<file path="src/occs_pkg.sv">
package occs_pkg;

    // ****************************************************************
    // Register map
    // ****************************************************************
    localparam int unsigned ADDR_W = 2;
    localparam int unsigned DATA_W = 8;
    localparam logic [1:0] OSC_RUN_CONTROL_ADDR = 2'h0;
    localparam logic [1:0] SYSCLK_SOURCE_SELECT_ADDR = 2'h1;
    localparam logic [1:0] SWITCH_STATUS_ADDR = 2'h2;

    // ****************************************************************
    // Oscillator run-control fields
    // ****************************************************************
    localparam int unsigned HIGH_OSC_HALT_BIT = 0;
    localparam int unsigned MID_OSC_ENABLE_BIT = 1;
    localparam int unsigned XT1_OSC_HALT_BIT = 6;
    localparam int unsigned X1_OSC_HALT_BIT = 7;
    localparam logic [7:0] OSC_RUN_CONTROL_RESET = 8'hc0;

    // ****************************************************************
    // Source select fields
    // ****************************************************************
    localparam int unsigned MAIN_ONCHIP_OSC_SEL_BIT = 0;
    localparam int unsigned MAIN_ONCHIP_OSC_STATUS_BIT = 1;
    localparam int unsigned MAIN_SYS_CLK_SEL_BIT = 4;
    localparam int unsigned MAIN_SYS_CLK_STATUS_BIT = 5;
    localparam int unsigned CPU_CLK_SOURCE_SEL_BIT = 6;
    localparam int unsigned CPU_CLK_SOURCE_STATUS_BIT = 7;
    localparam logic [7:0] SYSCLK_SOURCE_SELECT_RESET = 8'h00;

    // ****************************************************************
    // Switch status fields
    // ****************************************************************
    localparam int unsigned MID_STABLE_BIT = 0;
    localparam int unsigned EARLY_SELECT_BIT = 1;
    localparam int unsigned SWITCH_BUSY_BIT = 2;

    // ****************************************************************
    // Timing
    // ****************************************************************
    localparam int unsigned CLK_PERIOD_NS = 50;
    localparam int unsigned MID_OSC_STAB_NS = 4000;
    localparam int unsigned MID_OSC_STAB_CYCLES =
        (MID_OSC_STAB_NS + CLK_PERIOD_NS - 1) / CLK_PERIOD_NS;
    localparam int unsigned STAB_CNT_W = 8;

    // ****************************************************************
    // Source switch states
    // ****************************************************************
    typedef enum logic [1:0] {
        SW_ON_HIGH,
        SW_TO_MID,
        SW_ON_MID,
        SW_TO_HIGH
    } occs_sw_state_e;

endpackage

</file>
<file path="src/occs_sw_if.sv">
interface occs_sw_if;
    logic want_mid;
    logic high_running;
    logic on_mid;
    logic busy;

    modport ctrl (output want_mid, output high_running,
                  input on_mid, input busy);
    modport sw (input want_mid, input high_running,
                output on_mid, output busy);
endinterface

</file>
<file path="src/occs_clock_switch.sv">
// How it works
// - Mid enable bit starts mid oscillator
// - Select bit moves main clock to mid while mid enable bit is set
// - Status bit rises once mid drives clock
// - Halt bit stops high oscillator
module occs_clock_switch
    import occs_pkg::*;
#(
    parameter int unsigned STAB_CYCLES = MID_OSC_STAB_CYCLES
)
(
    // Clock and reset
    input wire logic clk,
    input wire logic rst,
    // Register port
    input wire logic [ADDR_W-1:0] reg_addr,
    input wire logic [DATA_W-1:0] reg_wdata,
    input wire logic reg_wr,
    input wire logic reg_rd,
    output logic [DATA_W-1:0] reg_rdata,
    // Oscillator controls
    output logic high_osc_run,
    output logic mid_osc_run,
    output logic x1_osc_run,
    output logic xt1_osc_run,
    // Clock multiplexer
    output logic mux_sel_mid,
    input wire logic mux_ack_mid
);

    // ****************************************************************
    // State
    // ****************************************************************
    typedef struct packed {
        logic x1_osc_halt;
        logic xt1_osc_halt;
        logic mid_osc_enable;
        logic high_osc_halt;
        logic main_onchip_osc_sel;
        logic main_sys_clk_sel;
        logic cpu_clk_source_sel;
        logic [STAB_CNT_W-1:0] stab_cnt;
        logic mid_stable;
        logic early_select;
        logic [DATA_W-1:0] rdata;
    } occs_regs_s;

    occs_regs_s r_q;
    occs_regs_s r_d;

    localparam logic [STAB_CNT_W-1:0] STAB_LAST =
        STAB_CNT_W'(STAB_CYCLES - 1);

    occs_sw_if swi ();

    logic wr_run;
    logic wr_sel;
    logic wr_stat;
    logic sel_set;
    logic [DATA_W-1:0] run_view;
    logic [DATA_W-1:0] sel_view;
    logic [DATA_W-1:0] stat_view;

    // ****************************************************************
    // Address decode
    // ****************************************************************
    assign wr_run = reg_wr && (reg_addr == OSC_RUN_CONTROL_ADDR);
    assign wr_sel = reg_wr && (reg_addr == SYSCLK_SOURCE_SELECT_ADDR);
    assign wr_stat = reg_wr && (reg_addr == SWITCH_STATUS_ADDR);
    assign sel_set = wr_sel && reg_wdata[MAIN_ONCHIP_OSC_SEL_BIT];

    // ****************************************************************
    // Read views
    // ****************************************************************
    always_comb begin
        run_view = '0;
        run_view[X1_OSC_HALT_BIT] = r_q.x1_osc_halt;
        run_view[XT1_OSC_HALT_BIT] = r_q.xt1_osc_halt;
        run_view[MID_OSC_ENABLE_BIT] = r_q.mid_osc_enable;
        run_view[HIGH_OSC_HALT_BIT] = r_q.high_osc_halt;
    end

    // Status bits of sources outside this block read as zero
    always_comb begin
        sel_view = '0;
        sel_view[CPU_CLK_SOURCE_SEL_BIT] = r_q.cpu_clk_source_sel;
        sel_view[MAIN_SYS_CLK_SEL_BIT] = r_q.main_sys_clk_sel;
        sel_view[MAIN_ONCHIP_OSC_SEL_BIT] = r_q.main_onchip_osc_sel;
        sel_view[MAIN_ONCHIP_OSC_STATUS_BIT] = swi.on_mid;
    end

    always_comb begin
        stat_view = '0;
        stat_view[MID_STABLE_BIT] = r_q.mid_stable;
        stat_view[EARLY_SELECT_BIT] = r_q.early_select;
        stat_view[SWITCH_BUSY_BIT] = swi.busy;
    end

    // ****************************************************************
    // Next state
    // ****************************************************************
    always_comb begin
        r_d = r_q;

        // Oscillator run control
        if (wr_run) begin
            r_d.x1_osc_halt = reg_wdata[X1_OSC_HALT_BIT];
            r_d.xt1_osc_halt = reg_wdata[XT1_OSC_HALT_BIT];
            r_d.mid_osc_enable = reg_wdata[MID_OSC_ENABLE_BIT];
            r_d.high_osc_halt = reg_wdata[HIGH_OSC_HALT_BIT];
        end

        // Source selection
        if (wr_sel) begin
            r_d.main_onchip_osc_sel = reg_wdata[MAIN_ONCHIP_OSC_SEL_BIT];
            r_d.main_sys_clk_sel = reg_wdata[MAIN_SYS_CLK_SEL_BIT];
            r_d.cpu_clk_source_sel = reg_wdata[CPU_CLK_SOURCE_SEL_BIT];
        end

        // Stabilisation timer restarts whenever mid is off
        if (!r_q.mid_osc_enable) begin
            r_d.stab_cnt = '0;
            r_d.mid_stable = 1'b0;
        end else if (!r_q.mid_stable) begin
            if (r_q.stab_cnt == STAB_LAST) begin
                r_d.mid_stable = 1'b1;
            end else begin
                r_d.stab_cnt = r_q.stab_cnt + STAB_CNT_W'(1);
            end
        end

        // Sticky flag, write one to clear, a new event wins
        if (wr_stat && reg_wdata[EARLY_SELECT_BIT]) begin
            r_d.early_select = 1'b0;
        end
        if (sel_set && !r_q.mid_stable) begin
            r_d.early_select = 1'b1;
        end

        // Read data valid one cycle after the strobe
        r_d.rdata = '0;
        if (reg_rd) begin
            case (reg_addr)
                OSC_RUN_CONTROL_ADDR: r_d.rdata = run_view;
                SYSCLK_SOURCE_SELECT_ADDR: r_d.rdata = sel_view;
                SWITCH_STATUS_ADDR: r_d.rdata = stat_view;
                default: r_d.rdata = '0;
            endcase
        end
    end

    // ****************************************************************
    // State register
    // ****************************************************************
    always_ff @(posedge clk or posedge rst) begin
        if (rst) begin
            r_q.x1_osc_halt <= OSC_RUN_CONTROL_RESET[X1_OSC_HALT_BIT];
            r_q.xt1_osc_halt <= OSC_RUN_CONTROL_RESET[XT1_OSC_HALT_BIT];
            r_q.mid_osc_enable <=
                OSC_RUN_CONTROL_RESET[MID_OSC_ENABLE_BIT];
            r_q.high_osc_halt <= OSC_RUN_CONTROL_RESET[HIGH_OSC_HALT_BIT];
            r_q.main_onchip_osc_sel <=
                SYSCLK_SOURCE_SELECT_RESET[MAIN_ONCHIP_OSC_SEL_BIT];
            r_q.main_sys_clk_sel <=
                SYSCLK_SOURCE_SELECT_RESET[MAIN_SYS_CLK_SEL_BIT];
            r_q.cpu_clk_source_sel <=
                SYSCLK_SOURCE_SELECT_RESET[CPU_CLK_SOURCE_SEL_BIT];
            r_q.stab_cnt <= '0;
            r_q.mid_stable <= 1'b0;
            r_q.early_select <= 1'b0;
            r_q.rdata <= '0;
        end else begin
            r_q <= r_d;
        end
    end

    // ****************************************************************
    // Source switch
    // ****************************************************************
    // Mid is wanted only while its oscillator runs
    assign swi.want_mid = r_q.main_onchip_osc_sel
                          && r_q.mid_osc_enable;
    assign swi.high_running = !r_q.high_osc_halt;

    occs_source_switch u_switch (
        .clk(clk),
        .rst(rst),
        .sw(swi.sw),
        .mux_sel_mid(mux_sel_mid),
        .mux_ack_mid(mux_ack_mid)
    );

    // ****************************************************************
    // Outputs
    // ****************************************************************
    assign reg_rdata = r_q.rdata;
    assign high_osc_run = !r_q.high_osc_halt;
    assign mid_osc_run = r_q.mid_osc_enable;
    assign x1_osc_run = !r_q.x1_osc_halt;
    assign xt1_osc_run = !r_q.xt1_osc_halt;

endmodule

</file>
<file path="src/occs_source_switch.sv">
module occs_source_switch
    import occs_pkg::*;
(
    // Clock and reset
    input wire logic clk,
    input wire logic rst,
    // Request and status toward the register block
    occs_sw_if.sw sw,
    // Clock multiplexer
    output logic mux_sel_mid,
    input wire logic mux_ack_mid
);

    typedef struct packed {
        logic ack_meta;
        logic ack_sync;
        logic sel_mid;
        occs_sw_state_e st;
    } occs_sw_s;

    occs_sw_s r_q;
    occs_sw_s r_d;

    // ****************************************************************
    // Handover sequence to the clock multiplexer
    // ****************************************************************
    always_comb begin
        r_d = r_q;
        r_d.ack_meta = mux_ack_mid;
        r_d.ack_sync = r_q.ack_meta;
        case (r_q.st)
            SW_ON_HIGH: begin
                if (sw.want_mid) begin
                    r_d.sel_mid = 1'b1;
                    r_d.st = SW_TO_MID;
                end
            end
            SW_TO_MID: begin
                // Wait until the mux has really moved over
                if (r_q.ack_sync) begin
                    r_d.st = SW_ON_MID;
                end
            end
            SW_ON_MID: begin
                // Going back needs a running high-speed source
                if (!sw.want_mid && sw.high_running) begin
                    r_d.sel_mid = 1'b0;
                    r_d.st = SW_TO_HIGH;
                end
            end
            SW_TO_HIGH: begin
                if (!r_q.ack_sync) begin
                    r_d.st = SW_ON_HIGH;
                end
            end
            default: begin
                r_d.st = SW_ON_HIGH;
            end
        endcase
    end

    // State register
    always_ff @(posedge clk or posedge rst) begin
        if (rst) begin
            r_q <= '{ack_meta: 1'b0, ack_sync: 1'b0, sel_mid: 1'b0,
                     st: SW_ON_HIGH};
        end else begin
            r_q <= r_d;
        end
    end

    // Outputs
    assign mux_sel_mid = r_q.sel_mid;
    assign sw.on_mid = (r_q.st == SW_ON_MID) || (r_q.st == SW_TO_HIGH);
    assign sw.busy = (r_q.st == SW_TO_MID) || (r_q.st == SW_TO_HIGH);

endmodule

</file>
<file path="config.mk">
export PLATFORM = sky130hd
export DESIGN_NAME = occs_clock_switch
export DESIGN_NICKNAME = d
export VERILOG_FILES = /design/src/occs_pkg.sv /design/src/occs_sw_if.sv /design/src/occs_clock_switch.sv /design/src/occs_source_switch.sv
export SDC_FILE = /design/constraint.sdc
export NUM_CORES = 1
export LEC_CHECK = 0
export ABC_AREA = 1
export BUFFER_PORTS_ARGS = -buffer_cell sky130_fd_sc_hd__clkbuf_2
export CORE_MARGIN = 8
export CORE_UTILIZATION = 40
export DETAILED_ROUTE_END_ITERATION = 7
export HOLD_SLACK_MARGIN = 0.15
export PLACE_DENSITY = 0.61
export SKIP_LAST_GASP = 1
export SLEW_MARGIN = 20
export SYNTH_ARGS = -nofsm -noshare
export SYNTH_HDL_FRONTEND = slang
export SYNTH_SLANG_ARGS = --single-unit
</file>
<file path="constraint.sdc">
create_clock -name clk -period 3.5 [get_ports clk]
set_clock_uncertainty 0.15 [all_clocks]
set_input_delay 0.525 -clock clk [delete_from_list [all_inputs] [get_ports clk]]
set_output_delay 0.525 -clock clk [all_outputs]
set_load 0.02 [all_outputs]
</file>
* Word-level counts from Yosys, hierarchy flattened
Cells that the tools add are included.
Storage, ports and cells: output and inout port bits 13, input bits 15, register bits 30, logic and storage cells 64
Operators by class: reductions and logical operators 22, add/sub/neg operators 1, multiplexer cells 14, equality and inequality tests 12
Operators by type and width (number):
- 8-bit case mux with 3 select lines | 1
- 9-bit 2-to-1 mux | 2
- 8-bit 2-to-1 mux | 2
- 8-bit by 1-bit adder with 8-bit output, second input constant | 1
- 8-bit by 7-bit equality test with 1-bit output, second input constant | 1
- 1-bit logical AND | 8
- 2-bit case mux with 4 select lines | 1
- 2-bit equality test, second input constant | 3
- 3-bit 2-to-1 mux | 2
- 2-bit by 1-bit != test with 1-bit output, second input constant | 3
- 2-bit != test, second input constant | 3
- 1-bit logical NOT | 5
- 2-bit by 1-bit equality test with 1-bit output, second input constant | 2
- 2-bit logical NOT | 2
- 2-bit 2-to-1 mux | 2
- 4-bit AND reduction | 1
- 2-bit nonzero test | 2
- 1-bit 2-to-1 mux | 3
- 3-bit AND reduction | 1
- 1-bit logical OR | 2
- 1-bit case mux with 2 select lines | 1
- 2-bit AND reduction | 1

* Longest topological paths before layout
depth after elaboration 5, mapped depth 8, depth with buffers taken out 8

* Cells and area by module
From an unflattened synthesis, not the netlist that was laid out.
Unflattened totals: cells, all modules 188, area total of the unflattened synthesis 1510.2 µm²
Modules (own cells, without submodules):
- occs_clock_switch | seq. area each 578.1 µm², area an instance 1206.2 µm², times used 1, cells each 150
- occs_source_switch | seq. area each 125.1 µm², area an instance 304.0 µm², times used 1, cells each 38

* Worst setup path after synthesis
Ideal clock, no wire load.
path type reg2reg, start point reg r_q[10] (netlist bit), end point reg r_q[10] (netlist bit), arrival time 1075 ps, clock period less this slack 1343 ps, required time 3232 ps, path buffers 0, setup time 118 ps, path slack 2157 ps, stages on the path, launching flop included 8, cell sequence dfrtp_1 ha_1 nand2_2 nor2_4 nand3_2 and2_4 nand2_1 o21ai_2
On the way: cells in the longest elaborated chain, start to end 4, elaborated cells on any way between the ends 7, classes of those cells add/sub (1); eq/ne (2); mux (3); reduce/logical (1)
RTL lines:
- start, declared | RTL line occs_clock_switch.sv:48 | occs_regs_s r_q;
- start signal, assigned | RTL line occs_clock_switch.sv:173 | r_q <= r_d;
- 8-bit by 1-bit adder with 8-bit output | RTL line occs_clock_switch.sv:128 | r_d.stab_cnt = r_q.stab_cnt + STAB_CNT_W'(1);
- 8-bit 2-to-1 mux | RTL line occs_clock_switch.sv:125 | if (r_q.stab_cnt == STAB_LAST) begin
- 9-bit 2-to-1 mux | RTL line occs_clock_switch.sv:124 | end else if (!r_q.mid_stable) begin
- 9-bit 2-to-1 mux | RTL line occs_clock_switch.sv:121 | if (!r_q.mid_osc_enable) begin
Several ways; a longest one is shown, not always the timed one. The select of a mux whose other input is x is not followed. A chain may end at the register's enable or synchronous reset.

* Worst setup path after layout
start point reg r_q, in the netlist mid_osc_run, end point out mid_osc_run
RTL lines:
- end, declared | RTL line occs_clock_switch.sv:23 | output logic mid_osc_run,
No word-level cell between the ends.

==> flow_summary_export.csv <==
group,metric,value,unit
status,status,"complete, no violations",
cells_and_area,finish.cell_count_without_fillers,244,
power_and_ir_drop,net_switching_power_of_the_design,0.0002773,W
global_route,antenna_found_initial,0,
clock_tree,clock-sinks,28,
sta,tightest_slew,574.0,ps
power_and_ir_drop,power_leakage,0.8638,nW
clock_tree,clk_latency,280,ps
critical_path,crit_slowest_cell,"dfrtp_1",
clock_tree,cts_tree,"done",
synth,postSynthRegisterBits,28,
sta,max_slew_margin,0.6168,
global_route,number_of_global_route_vias_before_repair,1100,
critical_path,top_cell_family_by_delay_on_the_critical_path,"flip-flops",
global_route,grt_start_max_net_pins,29,
route,first_pass_detailed_route_iteration_total,4,
critical_path,timing.critical_path.to_type,"output pin",
clock_tree,hold_buffers,0,
clock_tree,cts-root-to-sink-buffers,2,
placed_design,numPlacedInstances,240,
critical_path,largest_stage_delay_worst_path,650,ps
synth,synthesis.instances,178,
die,die_area,5919,um^2
critical_path,maximum_fanout_along_the_worst_path,12,
die,coreArea,3606,um^2
critical_path,path_class,"reg2out",
power_and_ir_drop,power.density,532.5,nW/um^2
synth,main_area_contributors_after_synthesis,"dfrtp_1 44%, nand2_1 10%, inv_1 6.6%",
sta,fmaxAchievable,538.6,MHz
cells_and_area,fillers,371,
route,drc_viols,0,
sta,timing.setup.tns,0,ps
power_and_ir_drop,seq_power_share,0.460,
global_route,met2_usage,0.1665,
sta,number_of_endpoints_with_negative_hold_slack_in_the_final_report,0,
synth,netlist.area_leader.share,0.4381,
cells_and_area,antenna-diode-count,0,
clock_tree,post_cts_resize_count,0,
synth,yosysSeqAreaShare,0.4735,
die,die_h,76.94,um
power_and_ir_drop,max-vdd-ir-drop,194.1,uV
critical_path,worst_setup_path_startpoint,"mid_osc_run",
global_route,global_route_wire_length_before_repair,4747,um
critical_path,cp_cell_sequence,"clkbuf_2",
die,fp-row-count,22,
placed_design,gp_routability_congestion,0.8276,
route,num_vias,1128,
global_route,grt.overflow.total,0,
synth,yosys.area.top_type,"dfrtp_1",
die,io_pins,28,
route,routed_via_density,4.623,
global_route,grt_use_total,0.09612,
clock_tree,clock_tree.htree_level_count,1,
critical_path,critPathBufInv,1,
synth,syn_avg_cell_area,8.344,um^2
cells_and_area,finish.net_count,218,
global_route,grt-busiest-layer,"met2",
global_route,met3_usage,0.03147,
route,route.antenna.remaining_nets,0,
synth,mappedNetlistArea,1485,um^2
placed_design,dp_hpwl,2019,um
sta,setup-violations-final,0,
placed_design,port-buffer-count,22,
synth,yosysUniqueCellTypes,29,
route,routed_wl,2607,um
power_and_ir_drop,internal-power,0.0006061,W
global_route,groute.layer.met1.usage,0.1039,
worst_hold_path,worstHoldPathType,"in2async",
clock_tree,clock_pin_slew_on_the_worst_setup_and_hold_paths,100,ps
critical_path,worst_r2r_startpoint,"r_q[10]",
sta,finalCritPeriodShare,0.5304,
die,die_width,76.94,um
synth,yosys_warnings,0,
sta,fin_crit,1857,ps
critical_path,timing.critical_path.from_type,"register",
job,cap_violations,0,
clock_tree,cts_root_buffer,"clkbuf_8",
clock_tree,postCtsSetupRepairBufs,0,
clock_tree,numCtsBuffers,3,
die,effective_utilization_at_floorplan,0.4119,
critical_path,crit_arrival,1180,ps
cells_and_area,area_delta_synth_final,11.71,%
route,initial_drc_count,45,
power_and_ir_drop,switching_share,0.3139,
power_and_ir_drop,p_comb_frac,0.252,
power_and_ir_drop,power.share.clock,0.288,
critical_path,worst_ep_required_time,2820,ps
sta,grt_setup_unrepaired,"false",
route,routedWlPerCell,10.68,um
cells_and_area,post_route_cells_drive_above_1_share,0.2296,
sta,slew_violations,0,
cell usage after synthesis:
cell type   n
a21oi_1     3
a31oi_1     1
and2_4      1
buf_4       8
buf_6       1
conb_1      1
dfrtp_1    26
dfstp_2     2
ha_1        6
inv_1      26
inv_2       3
nand2_1    40
nand2_2     1
nand2_4     2
nand3_1    10
nand3_2     1
nand3b_1    1
nand4_1     3
nor2_1     15
nor2_2      1
nor2_4      2
nor3_1      4
nor4_1      1
o211ai_1    1
o21ai_0    11
o21ai_1     1
o21ai_2     4
o21bai_1    1
or2_2       1
per-stage QoR:
step | hold WS [ps] | utilization | cell area [um^2] | setup slack [ps] | power, W
2_1_floorplan | 181.2 | - | 1489 | 2157 | 0.0005880
3_3_place_gp | 185.0 | 0.4403 | 1588 | 1816 | 0.0006363
3_5_place_dp | 184.7 | 0.4403 | 1588 | 1834 | 0.0006399
4_1_cts | 200.6 | 0.4601 | 1659 | 1633 | 0.0008959
5_1_grt | 181.4 | 0.4601 | 1659 | 1563 | 0.0009478
6_report | 126.0 | 0.4601 | 1659 | 1644 | 0.0008835
power by group through the flow:
stage               logic, W  clock network [W]  registers (W)
finish              0.000222           0.000254       0.000407
global route        0.000261           0.000273       0.000414
global placement    0.000224                  0       0.000413
detailed placement  0.000226                  0       0.000413
floorplan           0.000178                  0       0.000410
CTS                 0.000228           0.000260       0.000407
cell usage in the layout, fill, tap and decap left out, drive strengths merged:
cell | synthesis | routed
bufinv | 0 | 1
ha | 6 | 6
a31oi | 1 | 1
nand2 | 43 | 43
inv | 29 | 29
clkbuf | 0 | 25
conb | 1 | 2
dfstp | 2 | 2
nand4 | 3 | 3
nor2 | 18 | 18
or2 | 1 | 1
and2 | 1 | 1
dfrtp | 26 | 26
nand3b | 1 | 1
nand3 | 11 | 11
a21oi | 3 | 3
o21bai | 1 | 1
o211ai | 1 | 1
nor4 | 1 | 1
nor3 | 4 | 4
o21ai | 16 | 16
flip-flops by register name, summed over array words and instances, names as in the netlist:
name	count
u_switch.r_q	3
u_switch.mux_sel_mid	1
mid_osc_run	1
u_switch.r_d	1
r_q	16
reg_rdata	6
path summary, 6_finish.rpt:
check	to	slack (ps)	cells after the start
max	mid_osc_run	1640	1
min	reg_rdata[2]	130	2
max reg2reg	r_q[13]	2000	8
min reg2reg	u_switch.r_q[3]	210	0
max in group asynchronous	r_q[20]	2690	2
min in group clk	u_switch.r_q[3]	210	0
area by class of cell:
type / instances / area, um^2 / area share
Sequential cell: 28 / 703.2 / 0.4238
Multi-Input combinational cell: 113 / 605.6 / 0.3650
Timing Repair Buffer: 22 / 110.1 / 0.06637
Inverter: 29 / 108.9 / 0.06561
Tap cell: 48 / 60.06 / 0.03620
Clock buffer: 3 / 41.29 / 0.02489
Clock inverter: 1 / 30.03 / 0.01810
metal layers:
metal  share of wire  vias to the layer above
li1                -                      588
met4           0.015                        0
met1            0.45                      518
met2            0.48                       18
met3           0.056                        4
met5               0                        -
logic make-up (layout without fill, tap and decap cells):
group                    count (synthesis)  count (layout)  share of synthesized area
adder cells (fa/ha/maj)                  6               6                    0.05055
buffers and inverters                   38              55                     0.1213
other                                    1               2                   0.002525
AO/OA/AOI/OAI                           22              22                    0.08845
AND/OR/NAND/NOR                         83              83                     0.2637
flip-flops                              28              28                     0.4735
(Power assumes the default switching activity.)
